==> config.mk <==
export PLATFORM = sky130hd
export DESIGN_NAME = serial_tx_word_select
export DESIGN_NICKNAME = d
export VERILOG_FILES = /design/src/common/serial_tx_pkg.sv /design/src/common/frame_if.sv /design/src/core/frame_fifo.sv /design/src/core/serial_tx_word_select.sv
export VERILOG_INCLUDE_DIRS = /design/src /design/src/common
export SDC_FILE = /design/constraint.sdc
export NUM_CORES = 1
export LEC_CHECK = 0
export BUFFER_PORTS_ARGS = -buffer_cell sky130_fd_sc_hd__buf_2
export CORE_MARGIN = 8
export CORE_UTILIZATION = 30
export CTS_CLUSTER_DIAMETER = 120
export CTS_CLUSTER_SIZE = 24
export DETAILED_ROUTE_END_ITERATION = 6
export GPL_TIMING_DRIVEN = 0
export MAX_ROUTING_LAYER = met4
export PLACE_DENSITY = 0.51
export SYNTH_ARGS = -nofsm -noshare
export SYNTH_HDL_FRONTEND = slang
export SYNTH_HIERARCHICAL = 1
export SYNTH_SLANG_ARGS = --single-unit
==> constraint.sdc <==
create_clock -name SYS_CLK -period 4.6 [get_ports SYS_CLK]
set_input_delay 0.92 -clock SYS_CLK [delete_from_list [all_inputs] [get_ports SYS_CLK]]
set_output_delay 0.92 -clock SYS_CLK [all_outputs]
set_load 0.01 [all_outputs]
==> src/common/serial_tx_defines.svh <==
// constants for the transmit word-select front end
// assumes inclusion by bare name from packages and modules
`ifndef SERIAL_TX_DEFINES_SVH
`define SERIAL_TX_DEFINES_SVH

`define WORD_W 16
`define CTRL_W 14
`define KIND_W 2
`define FRAME_W 19
`define BITCNT_W 5
`define FIFO_DEPTH 32
`define KIND_IDLE 2'h0
`define KIND_DATA 2'h1
`define KIND_CTRL 2'h2
`define LFSR_W 7
`define LFSR_SEED 7'h7f
`define LFSR_TAP_A 6
`define LFSR_TAP_B 5
`define BITCNT_LAST 5'h12
`define BITCNT_ZERO 5'h00
`define BITCNT_ONE 5'h01

`endif

==> src/common/serial_tx_pkg.sv <==
// types shared by the word-select front end and its buffer
// assumes serial_tx_defines.svh is on the include path
`include "serial_tx_defines.svh"
package serial_tx_pkg;
	typedef logic [`FRAME_W-1:0] frame_t;
	typedef logic [`WORD_W-1:0] word_t;
	typedef enum logic [`KIND_W-1:0] {
		KIND_IDLE = 2'b00,
		KIND_DATA = 2'b01,
		KIND_CTRL = 2'b10
	} word_kind_t;
endpackage : serial_tx_pkg

==> src/common/frame_if.sv <==
// valid/ready carrier for frames between the front end and its buffer
// assumes serial_tx_pkg is compiled first
`timescale 1ns/1ns
interface frame_if;
	import serial_tx_pkg::*;
	logic valid;
	logic ready;
	frame_t data;
	modport src (output valid, output data, input ready);
	modport snk (input valid, input data, output ready);
endinterface : frame_if

==> src/core/frame_fifo.sv <==
// frame buffer: array storage plus a registered output stage
// assumes one clock, synchronous active-high reset from the top
`timescale 1ns/1ns
`include "serial_tx_defines.svh"
module frame_fifo #(
	parameter int WIDTH = `FRAME_W,
	parameter int DEPTH = `FIFO_DEPTH
) (
	input wire logic clk,
	input wire logic rst,
	input wire logic ce,
	frame_if.snk in_port,
	frame_if.src out_port
);
	import serial_tx_pkg::*;
	localparam int AW = $clog2(DEPTH);
	localparam logic [AW:0] FULL_CNT = (AW+1)'(DEPTH);
	logic [WIDTH-1:0] mem [DEPTH];
	logic [AW-1:0] wr_ptr_reg;
	logic [AW-1:0] rd_ptr_reg;
	logic [AW:0] count_reg;
	logic [WIDTH-1:0] out_data_reg;
	logic out_valid_reg;
	logic push;
	logic pop;
	logic stage_free;

	assign in_port.ready = (count_reg != FULL_CNT);
	assign push = ce && in_port.valid && in_port.ready;
	assign stage_free = !out_valid_reg || out_port.ready;
	assign pop = ce && stage_free && (count_reg != '0);
	assign out_port.valid = out_valid_reg;
	assign out_port.data = frame_t'(out_data_reg);

	always_ff @(posedge clk) begin
		if (push)
			mem[wr_ptr_reg] <= in_port.data;
	end

	always_ff @(posedge clk) begin
		if (rst) begin
			wr_ptr_reg <= '0;
			rd_ptr_reg <= '0;
			count_reg <= '0;
		end else begin
			if (push)
				wr_ptr_reg <= wr_ptr_reg + 1'b1;
			if (pop)
				rd_ptr_reg <= rd_ptr_reg + 1'b1;
			if (push && !pop)
				count_reg <= count_reg + 1'b1;
			else if (pop && !push)
				count_reg <= count_reg - 1'b1;
		end
	end

	// read data leave through a register so the array can be plain RAM
	always_ff @(posedge clk) begin
		if (rst) begin
			out_valid_reg <= 1'b0;
			out_data_reg <= '0;
		end else if (ce && stage_free) begin
			out_valid_reg <= (count_reg != '0);
			if (count_reg != '0)
				out_data_reg <= mem[rd_ptr_reg];
		end
	end
endmodule : frame_fifo

==> src/core/serial_tx_word_select.sv <==
// transmit word-select front end: picks data, control or idle words,
// applies the flag bit policy and shifts frames out one bit per clock
// assumes SYS_CLK is the word clock and all user pins except CE are asynchronous
//
// Operation
// - with flag mode select high the extra flag bit rides as bit 18 of data words.
// - with flag scramble enable high the flag bit encoding is scrambled.
// - data request high with control request low sends bits 0-15 and flag as data.
// - control request high sends only bits 0-13 as a control word.
// - both requests high together give a control word.
// - both requests low give idle words.
// - with flag mode select low an alternating internal flag replaces the input.
// - control words never carry a flag bit.
// - a word's first serial bit leaves after a delay set by buffer fill and the next frame boundary.
`timescale 1ns/1ns
`include "serial_tx_defines.svh"
module serial_tx_word_select #(
	parameter int DEPTH = `FIFO_DEPTH
) (
	input wire logic SYS_CLK,
	input wire logic RSTN,
	input wire logic CE,
	input wire serial_tx_pkg::word_t WORD_BITS,
	input wire logic EXTRA_FLAG_BIT,
	input wire logic DATA_WORD_REQUEST,
	input wire logic CONTROL_WORD_REQUEST,
	input wire logic FLAG_MODE_SELECT,
	input wire logic FLAG_SCRAMBLE_ENABLE,
	output logic TX_READY,
	output logic WORD_DROPPED,
	output logic SERIAL_LINE_OUT,
	output logic WORD_START,
	output serial_tx_pkg::word_kind_t WORD_KIND
);
	import serial_tx_pkg::*;

	logic [1:0] rst_sync_reg;
	logic rst;
	word_t word_meta_reg;
	word_t word_sync_reg;
	logic [4:0] ctl_meta_reg;
	logic [4:0] ctl_sync_reg;
	logic flag_in;
	logic data_req;
	logic ctrl_req;
	logic mode_sel;
	logic scr_en;
	logic alt_flag_reg;
	logic [`LFSR_W-1:0] lfsr_reg;
	logic [`LFSR_W-1:0] lfsr_next;
	logic flag_bit;
	frame_t frame_next;
	logic [`BITCNT_W-1:0] bit_cnt_reg;
	frame_t shift_reg;
	logic load;
	frame_t idle_frame;

	frame_if to_fifo ();
	frame_if from_fifo ();

	// reset asserts at once, releases through two flops
	always_ff @(posedge SYS_CLK or negedge RSTN) begin
		if (!RSTN)
			rst_sync_reg <= 2'h0;
		else
			rst_sync_reg <= {rst_sync_reg[0], 1'b1};
	end
	assign rst = !rst_sync_reg[1];

	// WORD_BITS and the five request, flag and mode pins pass two flops before any logic looks at them; CE does not
	always_ff @(posedge SYS_CLK) begin
		if (CE) begin
			word_meta_reg <= WORD_BITS;
			word_sync_reg <= word_meta_reg;
			ctl_meta_reg <= {FLAG_SCRAMBLE_ENABLE, FLAG_MODE_SELECT,
				CONTROL_WORD_REQUEST, DATA_WORD_REQUEST, EXTRA_FLAG_BIT};
			ctl_sync_reg <= ctl_meta_reg;
		end
	end
	assign flag_in = ctl_sync_reg[0];
	assign data_req = ctl_sync_reg[1];
	assign ctrl_req = ctl_sync_reg[2];
	assign mode_sel = ctl_sync_reg[3];
	assign scr_en = ctl_sync_reg[4];

	// scrambler steps once per data word so the far end can follow it
	assign lfsr_next = {lfsr_reg[`LFSR_W-2:0],
		lfsr_reg[`LFSR_TAP_A] ^ lfsr_reg[`LFSR_TAP_B]};

	always_comb begin
		flag_bit = mode_sel ? flag_in : alt_flag_reg;
		if (scr_en)
			flag_bit = flag_bit ^ lfsr_reg[0];
		if (ctrl_req) begin
			frame_next = {1'b0, {(`WORD_W-`CTRL_W){1'b0}},
				word_sync_reg[`CTRL_W-1:0], KIND_CTRL};
		end else begin
			frame_next = {flag_bit, word_sync_reg, KIND_DATA};
		end
	end

	assign to_fifo.valid = CE && !rst && (data_req || ctrl_req);
	assign to_fifo.data = frame_next;

	always_ff @(posedge SYS_CLK) begin
		if (rst) begin
			alt_flag_reg <= 1'b0;
			lfsr_reg <= `LFSR_SEED;
		end else if (to_fifo.valid && to_fifo.ready && !ctrl_req) begin
			alt_flag_reg <= !alt_flag_reg;
			lfsr_reg <= lfsr_next;
		end
	end

	// words that meet a full buffer are lost; the pulse tells the user
	always_ff @(posedge SYS_CLK) begin
		if (rst)
			WORD_DROPPED <= 1'b0;
		else if (CE)
			WORD_DROPPED <= to_fifo.valid && !to_fifo.ready;
	end

	assign TX_READY = to_fifo.ready;

	frame_fifo #(
		.WIDTH(`FRAME_W),
		.DEPTH(DEPTH)
	) buffer (
		.clk(SYS_CLK),
		.rst(rst),
		.ce(CE),
		.in_port(to_fifo.snk),
		.out_port(from_fifo.src)
	);

	// an empty buffer at a frame boundary means an idle word goes out
	assign idle_frame = {{(`FRAME_W-`KIND_W){1'b0}}, KIND_IDLE};
	assign load = CE && (bit_cnt_reg == `BITCNT_LAST);
	assign from_fifo.ready = load;

	always_ff @(posedge SYS_CLK) begin
		if (rst) begin
			bit_cnt_reg <= `BITCNT_LAST;
			shift_reg <= '0;
		end else if (load) begin
			bit_cnt_reg <= `BITCNT_ZERO;
			shift_reg <= from_fifo.valid ? from_fifo.data : idle_frame;
		end else if (CE) begin
			bit_cnt_reg <= bit_cnt_reg + `BITCNT_ONE;
			shift_reg <= {1'b0, shift_reg[`FRAME_W-1:1]};
		end
	end

	// output flop keeps the line free of glitches
	always_ff @(posedge SYS_CLK) begin
		if (rst) begin
			SERIAL_LINE_OUT <= 1'b0;
			WORD_START <= 1'b0;
			WORD_KIND <= KIND_IDLE;
		end else if (CE) begin
			SERIAL_LINE_OUT <= shift_reg[0];
			WORD_START <= (bit_cnt_reg == `BITCNT_ZERO);
			if (bit_cnt_reg == `BITCNT_ZERO)
				WORD_KIND <= word_kind_t'(shift_reg[`KIND_W-1:0]);
		end
	end
endmodule : serial_tx_word_select

# After elaboration in Yosys (flattened, before gate mapping)
# Memory sizes are Yosys's and may differ from the RTL's. A register that Yosys moved wholly into a read port is not among the register bits.
# Index checks and enable logic that the tools add are counted.
dict set report totals {
  ff_bits 98
  latch_bits 0
  mem_bits_rw 608
  rom_bits 0
  in_bits 24
  out_inout_bits 6
  elab_cells 69
  memories 1
}
# name depth width rd rd_clocked_by_memory_dff write_ports line
set memory_table {}
lappend memory_table {buffer.mem 32 19 1 1 1 frame_fifo.sv:18} ;# logic [WIDTH-1:0] mem [DEPTH];
dict set report op_classes {
  n_addsub 5
  n_mul 0
  n_div 0
  n_lt_le_gt_ge 0
  n_eq_ne 2
  shift 0
  n_mux 12
  bitwise 3
  n_reduce_logical 28
}
# operator n
set ops {}
lappend ops {{19-bit two-way mux} 4}
lappend ops {{5-bit by 1-bit adder with 5-bit output, second input constant} 3}
lappend ops {{1-bit logical AND} 12}
lappend ops {{6-bit two-way mux} 2}
lappend ops {{5-bit two-way mux} 2}
lappend ops {{1-bit logical NOT} 7}
lappend ops {{6-bit by 1-bit adder with 6-bit output, second input constant} 1}
lappend ops {{6-bit inequality test, second input constant} 1}
lappend ops {{6-bit nonzero test} 1}
lappend ops {{6-bit by 1-bit subtractor with 6-bit output, second input constant} 1}
lappend ops {{5-bit equality test, second input constant} 1}
lappend ops {{5-bit logical NOT} 1}
lappend ops {{1-bit two-way mux} 4}
lappend ops {{2-bit AND reduction} 2}
lappend ops {{2-bit nonzero test} 2}
lappend ops {{1-bit logical OR} 2}
lappend ops {{2-bit OR reduction} 1}
lappend ops {{1-bit XOR} 2}
lappend ops {{1-bit inverter} 1}

# Logic depth before layout (Yosys ltp)
# Gate-level depths: netlist (run 1).
dict set report depth {
  ltp_word 8
  depth_mapped 16
  depth_no_buf 15
}

# Hierarchy
# Netlist (run 1), hierarchy kept.
# module instances cells_each area_per_inst_um2 seq_area_each_um2
set modules_own_cells {}
lappend modules_own_cells {frame_fifo 1 1306 24863.8 18978.2}
lappend modules_own_cells {serial_tx_word_select 1 241 3070.4 2052.0}

# Least setup slack after synthesis (run 1)
# OpenSTA, ideal clock, no wires.
dict set report synth_timing {
  kind {input port to flip-flop}
  from {in CE}
  to {reg buffer.count_reg[4]}
  arrival_time_ns 3.648
  t_required_ns 4.530
  path_slack_ns 0.881
  stages 15
  path_cell_list {buf_2 buf_6 buf_6 and2_1 nor2b_1 a311oi_4 inv_2 ha_1 inv_1 ha_1 nor2b_1 o21a_1 o21ai_0 or3b_2 a21oi_1}
}
dict set report synth_between {
  elab_chain_len 7
  word_cells_on_any_way 14
  cone_classes {mux: 1; reduce/logical: 13}
}
# element line
set synth_rtl {}
lappend synth_rtl {{start: declaration} serial_tx_word_select.sv:22} ;# input wire logic CE,
lappend synth_rtl {{1-bit logical AND (*)} serial_tx_word_select.sv:138} ;# assign load = CE && (bit_cnt_reg == `BITCNT_LAST);
lappend synth_rtl {{via from_fifo.ready} frame_if.sv:7} ;# logic ready;
lappend synth_rtl {{1-bit logical OR (*)} frame_fifo.sv:30} ;# assign stage_free = !out_valid_reg || out_port.ready;
lappend synth_rtl {{1-bit logical AND (*) (2 in series)} frame_fifo.sv:31} ;# assign pop = ce && stage_free && (count_reg != '0);
lappend synth_rtl {{1-bit logical NOT} frame_fifo.sv:50} ;# if (push && !pop)
lappend synth_rtl {{1-bit logical AND} frame_fifo.sv:50}
lappend synth_rtl {{6-bit two-way mux / 2-bit nonzero test (equally long branches)} n/a}
lappend synth_rtl {{end signal: assignment} frame_fifo.sv:51} ;# count_reg <= count_reg + 1'b1;
lappend synth_rtl {{end signal: assignment} frame_fifo.sv:53} ;# count_reg <= count_reg - 1'b1;
lappend synth_rtl {{end: declaration} frame_fifo.sv:21} ;# logic [AW:0] count_reg;
# The timed path passes the listed nets; every way through them passes the cells marked *.
# A chain may end at the register's enable or synchronous reset.

# Final worst setup path (run 1)
# Same ends and word-level chain as after synthesis.

==> flow_summary_export.csv, run 1 <==
group,metric,value,unit
yosys,synth.avg_cell_area,18.1,um^2
critical_path,r2r-end,"buffer/count_reg[4]",
pwr,power_density,435,nW/um^2
yosys,syn_inst,1547,
sta,drv_slew,0,
yosys,ys_ff_latch,725,
pwr,seqPwrFrac,54.5,%
status,status,"finished clean",
floorplan,design.portCount,30,
critical_path,worst_setup_path_start_kind,"input pin",
cells_and_area,drive_gt1_share,17.6,%
critical_path,cpMaxStageDelayCell,"a311oi_4",
critical_path,reg2reg_slack,530,ps
cells_and_area,multi_input_area,6420,um^2
yosys,synth.top_cell.area_share,69.9,%
sta,clock_skew,32.9,ps
clock_tree,clk_latency,580,ps
sta,fin_crit_sh,91.1,%
routing,vias,14268,
pwr,p_sw_share,27.2,%
critical_path,worstPathArrival,4700,ps
cells_and_area,register_area,21000,um^2
routing,drc_errors,0,
yosys,yosys.area.top_type,"edfxtp_1",
critical_path,r2r_start,"bit_cnt_reg[0]",
yosys,ys_seq_area_share,75.3,%
cells_and_area,fin_nets,1698,
yosys,synth_fp_nets,1586,
placed_design,dp.cells,2866,
critical_path,cp-end-kind,"register",
yosys,synth.area.top_cells,"edfxtp_1 (70%), mux4_2 (6.1%), mux2i_1 (5.7%), dfxtp_1 (5.2%), nand2_1 (1.1%)",
routing,drt_iter0_markers,1140,
floorplan,die_x,321,um
cells_and_area,instances_no_fill,2933,
routing,wirelength,68.7,mm
floorplan,rows,112,
placed_design,io_buffers,29,
clock_tree,htree_num_levels,2,
hold_path,hold_class,"in2async",
sta,holdWs,108,ps
pwr,clockPowerShare,25.8,%
yosys,ys.warnings.count,6,
placed_design,dp_hpwl,45.8,mm
pwr,power.static_leakage,9.51,nW
critical_path,ff2ff_path_depth,16,
global_routing,grtUsageTotal,13.4,%
clock_tree,cts_root_buf,"clkbuf_16",
sta,tightest_slew,1410,ps
cells_and_area,num-fill-cells,8937,
floorplan,start_util,30.1,%
critical_path,crit_buf_inv,6,
floorplan,core_area,92800,um^2
yosys,async_flop_share,0.276,%
pwr,p_sw,0.00375,W
yosys,synth.distinct_cells,62,
placed_design,postPlaceCellArea,30500,um^2
routing,postRouteAntennaNets,0,
critical_path,crit_chain,"buf_4 > buf_2 > buf_6 > buf_6 > and2_1 > nor2b_1 > a311oi_4 > inv_2 > ha_1 > inv_1 > ha_1 > nor2b_1 > o21a_1 > o21ai_0 > or3b_2 > a21oi_1",
global_routing,grt_max_degree,47,
floorplan,die_y,321,um
critical_path,criticalPathCategory,"in2reg",
cells_and_area,finalCoreUtilization,34.2,%
placed_design,gp_congestion,0.826,
sta,fmaxAchievable,239,MHz
global_routing,antenna_found_initial,1,
yosys,synth_commonest_cells,"edfxtp_1 (650), mux2i_1 (158), nand2_1 (83), nor2_1 (78), mux4_2 (76)",
sta,hold_viol,0,
pwr,pwr-share-comb,19.7,%
floorplan,die_area,103000,um^2
pwr,vdd_drop_max,0.283,mV
yosys,synth_ff_type,"edfxtp_1",
clock_tree,clkTransAtPathRegs,100,ps
critical_path,required,5110,ps
routing,viasPerCell,4.86,
sta,relSlewSlack,5.74,%
clock_tree,clockBufferDepth,3,
sta,setup_tns,0,ps
run,cap_violations,0,
cells_and_area,areaGrowthSynthToFinish,13.6,%
clock_tree,clock_sinks,725,
cells_and_area,stdcell_area,31700,um^2
critical_path,worst-path-max-fanout,46,
yosys,synth_edf_count,650,
clock_tree,cts_buffers,36,
global_routing,overflow,0,
cells_and_area,n_antenna_cell,0,
global_routing,grt_pass1_wl,99.5,mm
cells_and_area,largest_register_ffs,608,
routing,dr.pass1.iters,5,
global_routing,grt_pass1_vias,14223,
sta,rsz0062_at_grt,"no",
sta,min_period,4190,ps
sta,setup_violations,0,
yosys,syn_area,27900,um^2
yosys,synthMostInstantiatedCell,"edfxtp_1",
clock_tree,cts_tree,"done",
critical_path,critPathTopFamily,"buffers and inverters",
critical_path,crit_path_max_incr_delay,510,ps
pwr,intPower,0.0100,W
routing,wl_per_cell,23.4,um
[routing by layer]
metal | wire (um) | GRT usage [%] | up-vias
li1 | - | - | 6368
met1 | 30500 | 18.1 | 7480
met2 | 32900 | 21.5 | 343
met3 | 3540 | 1.66 | 77
met4 | 1710 | 3.38 | 0
met5 | 0 | - | -
[power by group through the flow]
stage	registers (W)	clock network (W)	logic [W]
6_report	0.00752	0.00356	0.00272
5_1_grt	0.00754	0.00385	0.00292
4_1_cts	0.00756	0.00363	0.00268
3_5_place_dp	0.00771	0	0.00268
3_3_place_gp	0.00770	0	0.00264
2_1_floorplan	0.00760	0	0.00189
[repair_timing]
item / in CTS / in global routing
gates resized for setup: 0 / 2
hold buffers: 0 / 0
buffers inserted: 0 / 0
setup endpoints to repair: 0 / 2
[logic make-up (layout without fill, tap and decap cells)]
family	Yosys count	after routing	share of synthesized area [%]
xor+xnor	13	13	0.408
buf+inv	99	231	2.06
compound gates	195	195	5.14
simple gates	259	259	4.37
mux	240	240	12.0
other cells	1	1	0.0134
fa+ha+maj	15	15	0.699
flops	725	725	75.3
[final cells by class]
cell class	count	area share [%]
multi-input cells	723	20.2
plain buffers	86	1.66
clock buffers	57	3.15
inverters	13	0.154
flip-flops and latches	725	66.3
well taps	1254	4.94
clock inverters	1	0.0631
repair buffers	74	3.54
[how the worst max path moves through the flow]
stage	startpoint	end	slack [ps]	cells after the start
finish	CE	buffer/count_reg[4]	410	16
global route	CE	buffer/count_reg[4]	30	16
CTS	CE	buffer/count_reg[4]	30	16
detailed placement	CE	buffer/count_reg[4]	-590	16
global placement	CE	buffer/mem[7][3]	-930	7
floorplan	CE	buffer/count_reg[4]	880	15
[per-stage QoR]
step	power (W)	setup WS, ps
2_1_floorplan	0.00949	881
3_3_place_gp	0.0103	-929
3_5_place_dp	0.0104	-590
4_1_cts	0.0139	34.4
5_1_grt	0.0143	32.9
6_report	0.0138	409
[cell usage in the layout (no fill, tap or decap), types with 5 or more instances in the layout]
master / n
a21oi_1: 29
a22oi_1: 19
a31oi_1: 19
a32o_1: 19
buf_1: 5
buf_16: 24
buf_2: 54
buf_4: 14
buf_6: 12
buf_8: 21
clkbuf_1: 46
clkbuf_16: 37
dfxtp_1: 73
edfxtp_1: 650
ha_1: 14
inv_1: 11
mux2_2: 6
mux2i_1: 158
mux4_2: 76
nand2_1: 83
nand3_1: 23
nand3b_1: 5
nand4_1: 7
nor2_1: 45
nor2_2: 35
nor2b_1: 8
nor3_1: 23
o2111ai_1: 19
o21ai_0: 23
o221ai_1: 20
o22a_1: 19
o22ai_1: 19
xnor2_1: 5
xor2_1: 8
No activity file was read; power rests on OpenSTA's default activity.
==> run 2, diff against run 1 <==
--- a/config.mk
+++ b/config.mk
@@ -17,5 +17,4 @@
 export PLACE_DENSITY = 0.51
 export SYNTH_ARGS = -nofsm -noshare
 export SYNTH_HDL_FRONTEND = slang
-export SYNTH_HIERARCHICAL = 1
 export SYNTH_SLANG_ARGS = --single-unit
==> run 2 against run 1 <==
Setup slack gained 18 ps. Flip-flop and latch count is the same. Hold slack better by 7.8 ps. Design area is 0.40% lower. Critical endpoint is now buffer.mem[23][6]. Register-to-register slack improved by 520 ps. Clock skew is 14 ps lower. First-iteration DRC count rose by 10%. Global-route usage decreased by 0.15 points. Routed wire length shrank 2.0%. Fmax increased by 0.42%.
==> flow_summary_export.csv, run 2 <==
group,metric,value,unit
sta,tightest_slew,1400,ps
cells_and_area,num-fill-cells,8871,
critical_path,worst-path-max-fanout,47,
sta,holdWs,116,ps
clock_tree,cts_post_setup_buffers_inserted,0,
clock_tree,cts_tree,"done",
sta,fin_crit_sh,90.7,%
yosys,synth.avg_cell_area,18.2,um^2
sta,hold_viol,0,
routing,wirelength,67.3,mm
placed_design,gp_congestion,0.845,
routing,met3_length,3.25,mm
critical_path,worstPathArrival,4450,ps
routing,met2_length,31.2,mm
cells_and_area,layout_common_cells,"edfxtp_1 (650), mux2i_1 (165), nand2_1 (85)",
global_routing,grt_max_degree,48,
clock_tree,clockBufferDepth,3,
yosys,yosys.area.top_type,"edfxtp_1",
clock_tree,cts_buffers,36,
yosys,async_flop_share,0.276,%
floorplan,design.portCount,30,
yosys,synth_mux_area_share,12.1,%
routing,viasPerCell,4.80,
cells_and_area,fin_nets,1682,
yosys,synth_fa_ha_area_share,0.655,%
sta,drv_slew,0,
yosys,yosys.area_share.simple,4.45,%
sta,rsz0062_at_grt,"no",
sta,relSlewSlack,6.61,%
run,cap_violations,0,
yosys,synth.area.top_cells,"edfxtp_1 (70%), mux4_2 (6.1%), mux2i_1 (5.9%), dfxtp_1 (5.2%), nand2_1 (1.1%)",
critical_path,criticalPathCategory,"in2reg",
clock_tree,ctsResizeCount,0,
critical_path,required,4880,ps
yosys,ys_ff_latch,725,
placed_design,dp_hpwl,46.2,mm
yosys,synth_ff_type,"edfxtp_1",
clock_tree,clock_sinks,725,
critical_path,cp-endpoint,"buffer.mem[23][6]",
critical_path,r2r-end,"buffer.mem[23][6]",
sta,clock_skew,18.8,ps
yosys,synth.top_cell.area_share,70.0,%
cells_and_area,largest_register_ffs,608,
clock_tree,cts_root_buf,"clkbuf_16",
floorplan,die_area,103000,um^2
yosys,synth_fp_nets,1571,
clock_tree,htree_num_levels,2,
pwr,vdd_drop_max,0.284,mV
floorplan,die_x,321,um
critical_path,r2r_start,"ctl_sync_reg[2]",
yosys,ys_seq_area_share,75.5,%
cells_and_area,drive_gt1_share,16.5,%
placed_design,io_buffers,29,
cells_and_area,multi_input_area,6460,um^2
sta,setup_tns,0,ps
critical_path,cp-end-kind,"register",
clock_tree,clkTransAtPathRegs,90,ps
global_routing,grt_pass1_vias,14314,
cells_and_area,n_antenna_cell,0,
clock_tree,clk_latency,580,ps
status,status,"finished clean",
yosys,synth.distinct_cells,58,
routing,dr.pass1.iters,6,
clock_tree,postCtsHoldBufs,0,
floorplan,rows,112,
sta,fmaxAchievable,240,MHz
routing,top_layer_used,"met4",
sta,setup_violations,0,
critical_path,critPathLaunch,"CE",
routing,vias,14025,
yosys,synth_compound_area_share,5.23,%
floorplan,die_y,321,um
routing,wl_met1,31.3,mm
global_routing,overflow,0,
sta,min_period,4170,ps
global_routing,grt_pass1_wl,98.6,mm
cells_and_area,final_common_cell,"edfxtp_1",
floorplan,start_util,30.0,%
routing,drc_errors,0,
routing,drt_iter0_markers,1255,
floorplan,core_area,92800,um^2
pwr,power_density,420,nW/um^2
cells_and_area,register_area,21000,um^2
cells_and_area,areaGrowthSynthToFinish,13.4,%
yosys,syn_area,27900,um^2
yosys,synth_commonest_cells,"edfxtp_1 (650), mux2i_1 (165), nand2_1 (85), mux4_2 (76), dfxtp_1 (73)",
routing,postRouteAntennaNets,0,
routing,wl_per_cell,23.1,um
global_routing,antenna_found_initial,1,
hold_path,hold_class,"in2async",
global_routing,grtUsageTotal,13.2,%
critical_path,worst_setup_path_start_kind,"input pin",
yosys,synth_xor_area_share,0.409,%
yosys,syn_inst,1533,
yosys,synth_edf_count,650,
yosys,ys.warnings.count,0,
critical_path,reg2reg_slack,1050,ps
critical_path,ff2ff_path_depth,6,
pwr,power.static_leakage,9.69,nW
yosys,synth_top_family_by_area,"multiplexers",
yosys,synthMostInstantiatedCell,"edfxtp_1",
[run 2: cell types whose count changed in the layout (fill, tap and decap cells not counted), moves of 16 or more]
cell,change
o21ai_0,-16
a31oi_1,-18
and2_1,+18
nand3_1,+18
nor2_1,-21
o211a_1,+17
[run 2: final cells by class]
type	instances	area share, %
inverter	10	0.119
clock inverter	4	0.131
buffer	88	1.39
timing repair buffer	73	3.28
tap	1254	4.96
multi-input combinational	710	20.4
clock buffer	55	3.14
sequential	725	66.5
[run 2: worst min-delay path by stage]
stage / end / from
global placement: rst_sync_reg[1] / rst_sync_reg[0]
finish: rst_sync_reg[0] / RSTN
CTS: rst_sync_reg[1] / RSTN
detailed placement: rst_sync_reg[1] / rst_sync_reg[0]
global route: rst_sync_reg[0] / RSTN
floorplan: rst_sync_reg[1] / rst_sync_reg[0]
[run 2: critical path, cell delays in order]
cell and delay, ps:
buf_2 900, o211ai_1 220, a41oi_2 770, nand2_1 600
nor2_2 730, buf_8 240
[run 2: stage by stage]
stage	instance area [um^2]	std cells	total power, W	worst slack [ps]	utilization [%]
after floorplan	27900	1533	0.00901	1650	-
after global placement	29600	2816	0.00982	-910	31.9
after detailed placement	30300	2851	0.00987	-212	32.7
after CTS	31400	2910	0.0134	431	33.8
after global routing	31600	2919	0.0138	184	34.1
final	31600	2919	0.0133	427	34.1
[run 2: routing by layer]
metal	track usage (%)	vias up
li1	-	6326
met1	18.2	7338
met2	20.5	296
met3	2.19	65
met4	3.32	0
met5	-	-
[run 2: logic make-up (layout without fill, tap and decap cells)]
| group | count (synthesis) | in the layout |
|---|---|---|
| muxes | 241 | 241 |
| adders and majority gates | 14 | 14 |
| other | 1 | 1 |
| and+or+nand+nor | 260 | 260 |
| xor gates and xnor gates | 13 | 13 |
| DFF | 725 | 725 |
| buffers and inverters | 98 | 230 |
| AOI/OAI and AO/OA | 181 | 181 |
[run 2: where the power goes]
part | total [W] | switching, W | internal [W]
clock network | 0.00354 | 0.00201 | 0.00153
registers | 0.00755 | 0.000194 | 0.00735
logic | 0.00218 | 0.00130 | 0.000886
